File: config.mk
export PLATFORM = sky130hd
export DESIGN_NAME = msopg_gen
export DESIGN_NICKNAME = d
export VERILOG_FILES = /design/src/msopg_pkg.sv /design/src/msopg_gen.sv
export SDC_FILE = /design/constraint.sdc
export NUM_CORES = 1
export LEC_CHECK = 0
export ABC_AREA = 1
export BUFFER_PORTS_ARGS = -buffer_cell sky130_fd_sc_hd__buf_4
export CAP_MARGIN = 20
export CORE_MARGIN = 3
export CORE_UTILIZATION = 54
export CTS_BUF_LIST = sky130_fd_sc_hd__clkbuf_8
export CTS_CLUSTER_DIAMETER = 40
export CTS_CLUSTER_SIZE = 30
export DETAILED_ROUTE_END_ITERATION = 10
export PLACE_DENSITY = 0.9
export RECOVER_POWER = 25
export SLEW_MARGIN = 15
export SYNTH_ARGS = -nofsm -noshare
export SYNTH_HDL_FRONTEND = slang
export SYNTH_SLANG_ARGS = --single-unit
File: constraint.sdc
create_clock -name pclk -period 3.38 [get_ports pclk]
set_clock_uncertainty 0.05 [all_clocks]
set_input_delay 0.169 -clock pclk [delete_from_list [all_inputs] [get_ports pclk]]
set_output_delay 0.169 -clock pclk [all_outputs]
set_load 0.02 [all_outputs]
File: src/msopg_pkg.sv
// Purpose: Shared constants and types for the start-of-packet indication
//          generator.
// Assumes: Nibble-wide media interface lanes, one nibble per pclk.
// Notes:   The control register sits at word index 0x805a on APB.
//
// How it works
// RQ1: Receive indication only while rx enable set
// RQ2: Both rx enables: assert at delimiter, else data-valid
// RQ3: Indication holds until end of frame
// RQ4: Length check forces indication after eight bytes
// RQ5: No check, no delimiter in eight bytes: none
// RQ6: Transmit indication only while tx enable set
// RQ7: Tx delimiter-timing bit selects delimiter-timed indication
// RQ8: Tx length check bit enables tx preamble check
// RQ9: Bits 15:6 read zero; reset value 0x001b
// RQ10: Tx mirrors rx: delimiter or enable start, hold
package msopg_pkg;

    localparam int ADDR_W = 18;
    // Printed offset is a word index; the byte address is four times it
    localparam logic [ADDR_W-1:0] CTRL_INDEX = 18'h0805a;
    localparam logic [ADDR_W-1:0] CTRL_ADDR = 18'h20168;
    localparam logic [15:0] CTRL_RESET = 16'h001b;
    localparam logic [15:0] CTRL_WR_MASK = 16'h003f;
    localparam int RX_EN_BIT = 0;
    localparam int RX_SFD_BIT = 1;
    localparam int RX_CHK_BIT = 2;
    localparam int TX_EN_BIT = 3;
    localparam int TX_SFD_BIT = 4;
    localparam int TX_CHK_BIT = 5;

    localparam logic [3:0] SFD_NIBBLE = 4'hd;
    localparam int PREAMBLE_BYTES = 8;
    localparam int NIBBLES_PER_BYTE = 2;
    localparam logic [4:0] PRE_NIBBLES = 5'h10;

    typedef struct packed {
        logic valid;
        logic [3:0] data;
    } msopg_lane_t;

    typedef enum logic [3:0] {
        ST_IDLE = 4'b0001,
        ST_PRE = 4'b0010,
        ST_IND = 4'b0100,
        ST_QUIET = 4'b1000
    } msopg_state_t;

endpackage

File: src/msopg_gen.sv
// Purpose: Start-of-packet indication for receive and transmit lanes,
//          with one APB-visible control register.
// Assumes: Receive lane comes from pins; transmit lane from pclk logic.
// Notes:   Path 0 is receive, path 1 is transmit; same machine for both.
//
// Our own choice: the APB interface to the registers.
`timescale 1ns/1ps
module msopg_gen (
    input wire logic pclk,
    input wire logic presetn,
    input wire logic psel,
    input wire logic penable,
    input wire logic pwrite,
    input wire logic [msopg_pkg::ADDR_W-1:0] paddr,
    input wire logic [31:0] pwdata,
    output logic [31:0] prdata,
    output logic pready,
    output logic pslverr,
    input wire msopg_pkg::msopg_lane_t rx_lane,
    input wire msopg_pkg::msopg_lane_t tx_lane,
    output logic rx_start_of_packet_indication,
    output logic tx_start_of_packet_indication
);
    import msopg_pkg::*;

    function automatic logic is_sfd(input msopg_lane_t l);
        return l.valid && (l.data == SFD_NIBBLE);
    endfunction

    logic [15:0] ctrl_reg;
    logic [31:0] prdata_reg;
    msopg_lane_t rx_meta_reg;
    msopg_lane_t rx_sync_reg;

    wire addr_hit = (paddr == CTRL_ADDR);
    wire setup_phase = psel && !penable;
    wire wr_access = psel && penable && pwrite && addr_hit;
    wire [15:0] ctrl_next = (pwdata[15:0] & CTRL_WR_MASK);

    assign pready = 1'b1;
    assign pslverr = psel && penable && !addr_hit;
    assign prdata = prdata_reg;

    // Reserved bits are never stored, so they always read zero
    always_ff @(posedge pclk or negedge presetn) begin
        if (!presetn) begin
            ctrl_reg <= CTRL_RESET; // RQ9
        end else if (wr_access) begin
            ctrl_reg <= ctrl_next; // RQ9
        end
    end

    // Read data captured in setup so it is stable for the access phase
    always_ff @(posedge pclk or negedge presetn) begin
        if (!presetn) begin
            prdata_reg <= 32'h0000_0000;
        end else if (setup_phase) begin
            prdata_reg <= addr_hit ? {16'h0000, ctrl_reg} : 32'h0000_0000;
        end
    end

    // Receive lane crosses in from pins
    always_ff @(posedge pclk or negedge presetn) begin
        if (!presetn) begin
            rx_meta_reg <= '0;
            rx_sync_reg <= '0;
        end else begin
            rx_meta_reg <= rx_lane;
            rx_sync_reg <= rx_meta_reg;
        end
    end

    msopg_lane_t lane [2];
    logic [1:0] en_w;
    logic [1:0] sfd_w;
    logic [1:0] chk_w;
    msopg_state_t st_reg [2];
    logic [4:0] cnt_reg [2];

    assign lane[0] = rx_sync_reg;
    assign lane[1] = tx_lane;
    assign en_w = {ctrl_reg[TX_EN_BIT], ctrl_reg[RX_EN_BIT]}; // RQ1 RQ6
    assign sfd_w = {ctrl_reg[TX_SFD_BIT], ctrl_reg[RX_SFD_BIT]}; // RQ7
    assign chk_w = {ctrl_reg[TX_CHK_BIT], ctrl_reg[RX_CHK_BIT]}; // RQ8

    genvar g;
    generate
        for (g = 0; g < 2; g++) begin : g_path
            msopg_state_t st_next;
            logic [4:0] cnt_next;
            wire last_pre = (cnt_reg[g] == PRE_NIBBLES - 5'h01);

            always_comb begin
                st_next = st_reg[g];
                cnt_next = cnt_reg[g];
                unique case (st_reg[g])
                    ST_IDLE: begin
                        cnt_next = 5'h00;
                        if (lane[g].valid) begin
                            if (!en_w[g]) begin
                                st_next = ST_QUIET; // RQ1 RQ6
                            end else if (!sfd_w[g]) begin
                                st_next = ST_IND; // RQ2 RQ10
                            end else if (is_sfd(lane[g])) begin
                                st_next = ST_IND; // RQ2 RQ10
                            end else begin
                                st_next = ST_PRE;
                                cnt_next = 5'h01;
                            end
                        end
                    end
                    ST_PRE: begin
                        if (!lane[g].valid) begin
                            st_next = ST_IDLE;
                        end else if (!en_w[g]) begin
                            st_next = ST_QUIET;
                        end else if (is_sfd(lane[g])) begin
                            st_next = ST_IND; // RQ2 RQ10
                        end else if (last_pre) begin
                            // Eighth byte done without a delimiter
                            st_next = chk_w[g] ? ST_IND : ST_QUIET; // RQ4 RQ5
                        end else begin
                            cnt_next = cnt_reg[g] + 5'h01;
                        end
                    end
                    ST_IND: begin
                        if (!lane[g].valid) begin
                            st_next = ST_IDLE; // RQ3
                        end else if (!en_w[g]) begin
                            st_next = ST_QUIET; // RQ1 RQ6
                        end
                    end
                    ST_QUIET: begin
                        // Suppressed frames stay quiet until they end
                        if (!lane[g].valid) begin
                            st_next = ST_IDLE;
                        end
                    end
                    default: begin
                        st_next = ST_IDLE;
                    end
                endcase
            end

            always_ff @(posedge pclk or negedge presetn) begin
                if (!presetn) begin
                    st_reg[g] <= ST_IDLE;
                    cnt_reg[g] <= 5'h00;
                end else begin
                    st_reg[g] <= st_next;
                    cnt_reg[g] <= cnt_next;
                end
            end
        end
    endgenerate

    // Indications come straight from the state flops
    assign rx_start_of_packet_indication = (st_reg[0] == ST_IND); // RQ3
    assign tx_start_of_packet_indication = (st_reg[1] == ST_IND); // RQ10
endmodule

==> results of run 1 <==
cell usage after synthesis (2+ instances only):
cell type,instances,area share (%)
buf_2,2,0.42
dfrtp_1,34,35
nor2_2,10,2.6
o21ai_2,7,2.5
xor2_1,2,0.73
o21ai_0,11,2.3
nand2_2,2,0.52
nand3_1,21,4.4
inv_1,30,4.7
nor3_1,2,0.42
nor2_1,23,3.6
ha_1,4,2.1
buf_4,27,8.4
conb_1,2,0.31
nand3_2,3,1.2
dfstp_2,6,6.5
o21ai_1,3,0.62
nand2_1,92,14
nand3_4,2,1.5
nand4_1,10,2.6
power groups by stage:
stage | sequential, mW | combinational [mW] | clock, mW
5_1_grt | 0.548 | 0.353 | 0.448
3_5_place_dp | 0.553 | 0.301 | 0
6_report | 0.544 | 0.317 | 0.424
4_1_cts | 0.544 | 0.313 | 0.430
2_1_floorplan | 0.547 | 0.241 | 0
3_3_place_gp | 0.553 | 0.292 | 0
per-stage QoR:
stage	cell area, µm²	hold slack (ns)	worst slack (ns)	instances	utilization, %
floorplan	2500	-0.177	1.82	333	-
global placement	2690	0.113	1.69	399	64.9
detailed placement	2690	0.118	1.66	399	64.9
CTS	2880	0.0552	1.60	413	69.4
global route	2870	0.0517	0.731	413	69.3
finish	2870	0.0569	1.17	413	69.3
cell usage in the layout, fill, tap and decap left out:
cell	n
clkbuf_1	1
dfrtp_1	34
inv_2	1
conb_1	27
or2_2	1
clkbuf_8	7
nor3b_1	1
or2_1	1
inv_1	30
buf_4	41
clkbuf_4	5
o21bai_1	1
bufinv_16	1
o21ai_0	11
a21oi_2	1
nand3_4	2
nor2_2	10
nor3_4	1
dfstp_2	6
a21oi_1	1
o21ai_2	7
nor3_1	2
nand4_1	10
xor2_1	2
nand3_1	21
and3_1	1
nand2_2	2
ha_1	4
nand3_2	3
nand2_1	92
and2_0	1
dlygate4sd3_1	6
nand3b_1	1
o21ai_1	3
nor2_4	1
nor2_1	23
nand2_4	1
logic make-up (layout without fill, tap and decap cells):
group | count (synthesis) | after routing
other | 2 | 27
flip-flops | 40 | 40
adder cells (fa/ha/maj) | 4 | 4
AO/OA/AOI/OAI | 24 | 24
buffers and inverters | 62 | 92
XOR/XNOR | 2 | 2
AND/OR/NAND/NOR | 174 | 174
tightest hold or removal path: stages:
cell	delay, ns
buf_4	0.11
nand4_1	0.07
nand2_1	0.05
worst paths after layout:
kind / startpoint / end / slack [ns] / depth (start not counted)
min in group asynchronous: presetn / st_reg[1] / 0.94 / 2
max reg2reg: cnt_reg[0] / cnt_reg[2] / 1.61 / 10
max in group pclk: cnt_reg[0] / cnt_reg[2] / 1.61 / 10
min reg2reg: rx_meta_reg[0] / lane[5] / 0.30 / 0
max: presetn / prdata[5] / 1.17 / 2
min: pwdata[0] / ctrl_reg[0] / 0.06 / 3
layout make-up:
type | count | area, µm²
inverters | 31 | 116
repair buffers | 53 | 409
multi-input cells | 231 | 1150
fillers | 324 | 1270
well taps | 50 | 62.6
clock buffers | 7 | 96.3
flip-flops and latches | 40 | 1010
clock inverters | 1 | 30.0
routing by layer:
layer	vias to the layer above	part of all wire [%]	track usage [%]
met2	110	52	37.0
li1	1039	-	-
met4	0	2.4	8.61
met3	12	8.0	5.23
met5	-	0	0
met1	966	38	24.9
==> results.md, run 1 <==
- Run status: finished with violations
- Violations in the final reports: max-capacitance violations, max-slew violations
- Antenna cells: 0
- Worst Path Required: 3.33 ns
- Mean routed wirelength per cell: 12.6 µm
- Initial cell density of the core: roughly 58%
- Fin. Hold Viols: 0
- Number of sinks handled by clock tree synthesis: 40
- Synthesized-area fraction occupied by ao, oa, aoi and oai cells: between 6 and 7%
- # DRC: 0
- Routed via count divided by cell count: about 5.2
- Sequential element share of the synthesized area: between 40% and 50%
- TritonCTS buffer count: 5
- Worst-margin pin slew: 2.04 ns
- Global-route congestion overflow total: 0
- Clock insertion delay at the later pin of the skew report: 0.30 ns
- Maximum number of pins on one net before global-route repair: 41
- IR Drop Worst-Case VDD: 0.295 mV
- Clock tree from TritonCTS: yes
- Power per standard cell area: 448 nW/µm²
- Vias: 2127
- Simple-Gate Fraction of Synth Area: 34.4%
- Area growth, synth to finish: 19.3%
- Net switching fraction of the power: 31.4%
- Dominant combinational cell family by area after synthesis: simple AND/OR/NAND/NOR gates
- Crit Path Category: input pin to asynchronous set/reset pin
- Core Area: 4140 µm²
- Synth Cell Area: 2410 µm²
- CP startpoint kind: input pin
- Initial detailed-routing violation count: 138
- Top flip-flop cell by instance count after synthesis: dfrtp_1
- Total half-perimeter wirelength after legalization and detailed placement: 3840 µm
- Routability congestion estimate from global placement: 0.895
- Slowest library cell on the worst path: clkbuf_1
- Reg clk slew, reported paths: 0.07 ns
- Data arrival time of the critical path: 2.16 ns
- Detailed Route WL: a little over 5000 µm
- Count of pins over their slew limit: 41
- Int Power: 0.882 mW
- Pre-Repair DR Iteration Count: 5
- Remaining antenna violation count after routing: 0
- Number of nets at the end of the flow: 431
- Initial antenna violation count: 0
- Share of power burned in the clock network: between 30 and 40%
- Synth warnings: 0
- Hold-fix buffers at CTS: 6
- Crit Path Max Fanout: 40
- Number of post-CTS setup repair buffers: 0
- Count of pins on the block boundary: 101
- H-Tree Depth: 2
- Fraction of power consumed by sequential logic: 42.3%
- Maximum single-stage delay on the critical path: roughly 1.5 ns
- Total of max-cap violations: 1
- Vert. Die Dim: 72.8 µm
- Number of synthesized register bits: 40
- DIE AREA: 5300 µm²
- Share of synthesized registers carrying an async set or reset: between 90% and 100%
- RSZ-0062 raised after global routing: no
- Post-cts resize count: 0
- P_sw: 0.404 mW
- Synthesized-area fraction occupied by adder cells: 2.08%
- Max reg flops: 10
- Global-route wire length before repair: 8650 µm
- Unique masters post-synth: 35
- Final min period: about 2.2 ns
- Capturing element type of the critical path: asynchronous set/reset pin
- Post-route clock period utilization: 65.4%
- Portion of netlist area occupied by mux cells: 0%
- Classification of the worst-slack hold path: input pin to flip-flop
- Xor/xnor share of the synthesized area: less than 1%
- Root Driver: clkbuf_8
- Total power draw: 1.29 mW
- Number of port buffers: 47
- Die outline width: 72.8 µm
- Mean area per synthesized cell: 7.82 µm²
- Number of placement rows: 23
- Critical-path cell list: dlygate4sd3_1 -> clkbuf_1
- Static power due to leakage: 1.49 nW
- Setup violation total in the final timing report: 0
- Number of enable-type register cells in the synthesized netlist: 0
- Share of cells above drive strength 1: between 20% and 30%
- Power share of the combinational group: 24.7%
- Combined global-route utilization of all metal layers: 21.2%
- Worst relative slew slack: -35.7%
- Number of standard cells after synthesis: about 310
- CTS Buffer Depth: 2
- Maximum clock rate: 453 MHz
- Final setup TNS: 0 ns
- Top cell family by delay on the critical path: buffers and inverters
- Vias in the first global route: around 2100
- Buffers and inverters on the worst path: 2
(Power assumes the default switching activity.)
==> run 2, diff against run 1 <==
--- a/config.mk
+++ b/config.mk
@@ -9,12 +9,12 @@
 export BUFFER_PORTS_ARGS = -buffer_cell sky130_fd_sc_hd__buf_4
 export CAP_MARGIN = 20
 export CORE_MARGIN = 3
-export CORE_UTILIZATION = 54
+export CORE_UTILIZATION = 50
 export CTS_BUF_LIST = sky130_fd_sc_hd__clkbuf_8
 export CTS_CLUSTER_DIAMETER = 40
 export CTS_CLUSTER_SIZE = 30
 export DETAILED_ROUTE_END_ITERATION = 10
-export PLACE_DENSITY = 0.9
+export PLACE_DENSITY = 0.84
 export RECOVER_POWER = 25
 export SLEW_MARGIN = 15
 export SYNTH_ARGS = -nofsm -noshare
==> constraint.sdc (replaced) <==
create_clock -name pclk -period 2.09 [get_ports pclk]
set_clock_uncertainty 0.05 [all_clocks]
set_input_delay 0.1045 -clock pclk [delete_from_list [all_inputs] [get_ports pclk]]
set_output_delay 0.1045 -clock pclk [all_outputs]
set_load 0.02 [all_outputs]
==> results.md, run 2 (synthesized netlist as in run 1, its figures left out) <==
- Clock tree from TritonCTS: yes
- Number of placement rows: 24
- Crit Path Max Fanout: 5
- Combined global-route utilization of all metal layers: 18.3%
- RSZ-0062 raised after global routing: no
- Routability congestion estimate from global placement: 0.903
- Worst relative slew slack: 37.8%
- Fin. Hold Viols: 0
- Root Driver: clkbuf_8
- Share of cells above drive strength 1: 24.9%
- Worst Path Required: 2.22 ns
- Most Frequent Cell on Critical Path: nor2_2
- Flop-to-flop setup slack: 0.33 ns
- Area growth, synth to finish: 19.6%
- Vias in the first global route: a little under 2000
- Total of max-cap violations: 0
- Hold_sp: pwdata[4]
- Placed cell area: 2690 µm²
- Global-route wire length before repair: 8110 µm
- Vert. Die Dim: around 75 µm
- # DRC: 0
- Count of pins on the block boundary: 101
- Setup violation total in the final timing report: 0
- Classification of the worst-slack hold path: input pin to flip-flop
- Worst-margin pin slew: just over 0.9 ns
- Routed via count divided by cell count: 4.96
- Maximum single-stage delay on the critical path: 0.42 ns
- Mean routed wirelength per cell: between 10 and 15 µm
- Antenna cells: 0
- Clock insertion delay at the later pin of the skew report: 0.29 ns
- Vias: 2069
- Detailed Route WL: 4750 µm
- Top cell family by delay on the critical path: simple AND/OR/NAND/NOR gates
- Leading cell type in the layout, fill and taps excluded: nand2_1
- CTS Buffer Depth: 2
- Max reg flops: 10
- Number of port buffers: 47
- Die outline width: 75.4 µm
- Crit Path Category: flip-flop to flip-flop
- Maximum clock rate: 568 MHz
- CP startpoint kind: flip-flop
- Slowest library cell on the worst path: dfrtp_1
- Number of nets at the end of the flow: 433
- Run status: finished clean
- IR Drop Worst-Case VDD: 0.468 mV
- H-Tree Depth: 2
- Core Area: approximately 4500 µm²
- Global-route congestion overflow total: 0
- Maximum number of pins on one net before global-route repair: 41
- Launch instance of the worst register-to-register path: cnt_reg[0]
- Placed Cells: 401
- Reg clk slew, reported paths: 0.07 ns
- Reg2reg end: cnt_reg[4]
- Critical-path cell list: ha_1 -> nand2_1 -> nor2_1 -> ha_1 -> nor2_2 -> o21ai_2 -> nor2_2 -> nor2_2 -> nand2_1 -> o21ai_1
- Filler-free cell count of the finished design: 417
- Initial detailed-routing violation count: around 170
- DIE AREA: around 5700 µm²
- TritonCTS buffer count: 5
- Logic depth of the worst setup path including buffers: 10
- Buffers and inverters on the worst path: 0
- Number of sinks handled by clock tree synthesis: 40
- Total half-perimeter wirelength after legalization and detailed placement: ~3700 µm
- Capturing element type of the critical path: flip-flop
- Power per standard cell area: approximately 690 nW/µm²
- Post-route clock period utilization: 84.2%
- Final min period: between 1.5 and 2 ns
- Pre-Repair DR Iteration Count: 4
- Worst Reg2Reg Path Length in Cells: 10
- Initial cell density of the core: 53.5%
- Final setup TNS: 0 ns
- Beginning of the critical path: cnt_reg[0]
- Remaining antenna violation count after routing: 0
- Util after Layout: 64.0%
- Count of pins over their slew limit: 0
- Initial antenna violation count: 0
- Number of stages on the worst hold path: 3
- Static power due to leakage: 1.49 nW
- Commonest cells after routing, fill and taps aside: nand2_1 (92), buf_4 (41), dfrtp_1 (34)
- Total non-filler cell area in the finished layout: 2880 µm²
- WHS Endpoint: ctrl_reg[4]
- Data arrival time of the critical path: around 1.9 ns
[run 2: changes by cell type in the layout (fill, tap and decap cells not counted)]
cell,delta
clkbuf_8,-2
dlygate4sd3_1,+2
clkbuf_1,-1
clkbuf_2,+1
clkinv_2,+1
clkinvlp_4,+1
[run 2: worst min-delay path: stages]
cell and delay, ns:
buf_4 0.11, nand4_1 0.08, nand2_1 0.05
[run 2: routing by layer]
metal / wire length (µm) / share of wire [%] / track usage [%]
met4: 48 / 1.0 / 6.99
met5: 0 / 0 / 0
met3: 344 / 7.2 / 4.88
met2: 2340 / 49 / 30.3
met1: 2020 / 42 / 23.0
[run 2: worst max-delay path by stage]
| stage | to |
|---|---|
| floorplan | cnt_reg[2] |
| global placement | cnt_reg[4] |
| detailed placement | cnt_reg[2] |
| CTS | cnt_reg[2] |
| global route | cnt_reg[4] |
| finish | cnt_reg[4] |
[run 2: per-stage QoR]
step / worst slack [ns] / power (mW) / hold WS, ns
global route: 0.144 / 2.12 / 0.0208
floorplan: 0.532 / 1.27 / -0.241
CTS: 0.332 / 2.01 / 0.00291
global placement: 0.387 / 1.36 / 0.0492
finish: 0.330 / 2.00 / 0.0110
detailed placement: 0.337 / 1.38 / 0.0528
[run 2: cell type report]
type                       count  area (µm²)
timing repair buffer          55         430
multi-input combinational    231        1150
clock inverter                 3        42.5
sequential                    40        1010
fill                         371        1620
inverter                      31         116
clock buffer                   5        68.8
tap                           52        65.1
[run 2: timing repair]
action                                 CTS  global route
buffers inserted                         0             0
hold buffers                             8             0
endpoints found under the hold margin   41             0
resized for setup                        0             0
[run 2: where the power goes]
part           leakage [nW]  internal, mW  switching [mW]
sequential            0.512         0.837          0.0416
combinational         0.926         0.170           0.334
clock                0.0541         0.353           0.265
total                  1.49          1.36           0.640
==> run 3, diff against run 2 <==
--- a/config.mk
+++ b/config.mk
@@ -5,16 +5,16 @@
 export SDC_FILE = /design/constraint.sdc
 export NUM_CORES = 1
 export LEC_CHECK = 0
-export ABC_AREA = 1
+export ABC_AREA = 0
 export BUFFER_PORTS_ARGS = -buffer_cell sky130_fd_sc_hd__buf_4
 export CAP_MARGIN = 20
 export CORE_MARGIN = 3
-export CORE_UTILIZATION = 50
+export CORE_UTILIZATION = 44
 export CTS_BUF_LIST = sky130_fd_sc_hd__clkbuf_8
 export CTS_CLUSTER_DIAMETER = 40
 export CTS_CLUSTER_SIZE = 30
 export DETAILED_ROUTE_END_ITERATION = 10
-export PLACE_DENSITY = 0.84
+export PLACE_DENSITY = 0.8
 export RECOVER_POWER = 25
 export SLEW_MARGIN = 15
 export SYNTH_ARGS = -nofsm -noshare
==> constraint.sdc (replaced) <==
create_clock -name pclk -period 1.6 [get_ports pclk]
set_clock_uncertainty 0.05 [all_clocks]
set_input_delay 0.08 -clock pclk [delete_from_list [all_inputs] [get_ports pclk]]
set_output_delay 0.08 -clock pclk [all_outputs]
set_load 0.02 [all_outputs]
==> results.md, run 3 <==
- CTS Buffer Depth: 2
- Most numerous cell in the Yosys netlist: dfrtp_1
- Synth area leaders: dfrtp_1 (38%), buf_4 (9.1%), dfstp_2 (7.1%)
- Critical-path cell list: ha_2 -> and3_4 -> ha_4 -> nor2b_4 -> and2_4 -> a211o_1 -> a21boi_4 -> mux2_4
- Reg clk slew, reported paths: 0.09 ns
- Mean routed wirelength per cell: ~14 µm
- Worst-margin pin slew: approximately 0.96 ns
- Synth Cell Area: 2220 µm²
- IR Drop Worst-Case VDD: 0.604 mV
- Max reg flops: 10
- Routability congestion estimate from global placement: 0.876
- Maximum clock rate: about 510 MHz
- Run status: finished with violations
- Buffers and inverters on the worst path: 0
- Worst Path Required: about 1.7 ns
- RSZ-0062 raised after global routing: yes
- Post-route clock period utilization: 123%
- Post-layout worst setup margin: -0.363 ns
- Util after Layout: 68.0%
- Pre-Repair DR Iteration Count: 4
- Clock tree from TritonCTS: yes
- Number of nets at the end of the flow: between 300 and 400
- TritonCTS buffer count: 5
- Number of sinks handled by clock tree synthesis: 40
- Count of pins over their slew limit: 0
- Root Driver: clkbuf_8
- Clock insertion delay at the later pin of the skew report: 0.30 ns
- Mean area per synthesized cell: 10.5 µm²
- Slowest library cell on the worst path: dfrtp_1
- Unique masters post-synth: 56
- Maximum single-stage delay on the critical path: 0.38 ns
- Most frequent cells after synthesis: dfrtp_1 (34), buf_4 (27), nor2_1 (14)
- Final min period: between 1.5 and 2 ns
- Number of placement rows: 25
- Die outline width: a little under 80 µm
- Antenna cells: 0
- Remaining antenna violation count after routing: 0
- Vias in the first global route: ~2000
- Global-route congestion overflow total: 0
- Static power due to leakage: 1.51 nW
- Sequential element share of the synthesized area: between 40% and 50%
- # DRC: 0
- Commonest cells after routing, fill and taps aside: buf_4 (81), dfrtp_1 (34), conb_1 (27)
- Vert. Die Dim: approximately 77 µm
- Initial detailed-routing violation count: 75
- Number of synthesized register bits: 40
- Data arrival time of the critical path: 2.10 ns
- Fraction of post-synthesis cell area in the top cell type by area: 38.3%
- Initial antenna violation count: 0
- Top cell family by delay on the critical path: compound AO/OA/AOI/OAI gates
- Vias: 1921
- DIE AREA: around 5900 µm²
- Crit Path Max Fanout: 2
- Fin. Hold Viols: 0
- Classification of the worst-slack hold path: input pin to flip-flop
- Violations in the final reports: negative setup slack
- Synth warnings: 0
- Detailed Route WL: between 5000 and 6000 µm
- Leading cell type in the layout, fill and taps excluded: buf_4
- Power per standard cell area: 875 nW/µm²
- Total half-perimeter wirelength after legalization and detailed placement: 3880 µm
- Crit Path Category: flip-flop to flip-flop
- CP startpoint kind: flip-flop
- Total of max-cap violations: 0
- Number of port buffers: 47
- Worst relative slew slack: 35.8%
- Maximum number of pins on one net before global-route repair: 41
- Combined global-route utilization of all metal layers: 18.9%
- Number of enable-type register cells in the synthesized netlist: 0
- Capturing element type of the critical path: flip-flop
- Share of cells above drive strength 1: a little under half
- H-Tree Depth: 2
- Global-route wire length before repair: 9010 µm
- Routed via count divided by cell count: 4.96
- Setup violation total in the final timing report: 17
- Largest area contributor in the synthesized netlist: dfrtp_1
- Place WS: -0.358 ns
- Area growth, synth to finish: 47.3%
- Placed cell area: 2880 µm²
- Top flip-flop cell by instance count after synthesis: dfrtp_1
- Number of standard cells after synthesis: 212
- Count of pins on the block boundary: between 100 and 150
- Initial cell density of the core: a little under half
- Core Area: 4820 µm²
- Total non-filler cell area in the finished layout: 3270 µm²
- Share of synthesized registers carrying an async set or reset: 100%
run 3: per-stage QoR:
stage,setup TNS [ns],power (mW),hold WS (ns),instances
global route,-5.76,3.02,0.0788,387
CTS,-3.70,2.82,0.0680,382
floorplan,-2.22,1.71,-0.266,237
finish,-4.38,2.87,0.0751,387
global placement,-4.23,2.00,0.0254,360
detailed placement,-5.35,2.03,0.0291,360
run 3: power by group:
| group | internal, mW | switching, mW | total, mW |
|---|---|---|---|
| Sequential | 1.09 | 0.0669 | 1.15 |
| Combinational | 0.514 | 0.483 | 0.998 |
| Clock | 0.349 | 0.366 | 0.715 |
run 3: worst reg2reg max path, delay by kind of cell, from the launching register on:
| kind | cells | cell delay (ns) |
|---|---|---|
| and+or+nand+nor | 3 | 0.37 |
| AOI/OAI and AO/OA | 2 | 0.45 |
| DFF | 1 | 0.38 |
| muxes | 1 | 0.29 |
| adders and majority gates | 2 | 0.32 |
run 3: what timing repair did:
action,CTS,global route
hold buffers,12,0
buffers inserted,3,6
pin swaps,10,6
setup endpoints to repair,18,19
hold endpoints to repair,45,0
gates cloned,0,0
gates resized for setup,22,10
run 3: path summary, 6_finish.rpt:
path / endpoint / slack [ns] / start / cells after the start
max in group asynchronous: cnt_reg[2] / 0.49 / presetn / 2
worst min-delay path: st_reg[0] / 0.08 / tx_lane[4] / 2
worst max-delay path: st_reg[7] / -0.36 / cnt_reg[5] / 8
worst min register to register: lane[5] / 0.30 / rx_meta_reg[0] / 0
min in group asynchronous: st_reg[5] / 0.41 / presetn / 2
worst max register to register: st_reg[7] / -0.36 / cnt_reg[5] / 8
run 3: area by class of cell:
cell class	instances	area, µm²
well taps	67	83.8
multi-input cells	158	1210
inverters	9	33.8
fillers	369	1540
clock inverters	2	15.0
flip-flops and latches	40	1010
repair buffers	105	838
clock buffers	6	82.6
run 3: kinds of logic after synthesis:
family	count (synthesis)	share of synthesized area (%)
simple gates	72	20.4
mux	10	5.06
flops	40	45.4
other cells	2	0.338
compound gates	41	13.5
fa+ha+maj	4	2.25
buf+inv	39	11.5
xor+xnor	4	1.58
run 3: per-layer routing:
metal	vias to the layer above	track usage, %	wire [µm]
li1	921	-	-
met1	935	23.2	2200
met2	49	32.6	2960
met3	16	3.29	177
met4	0	8.19	145
met5	-	0	0
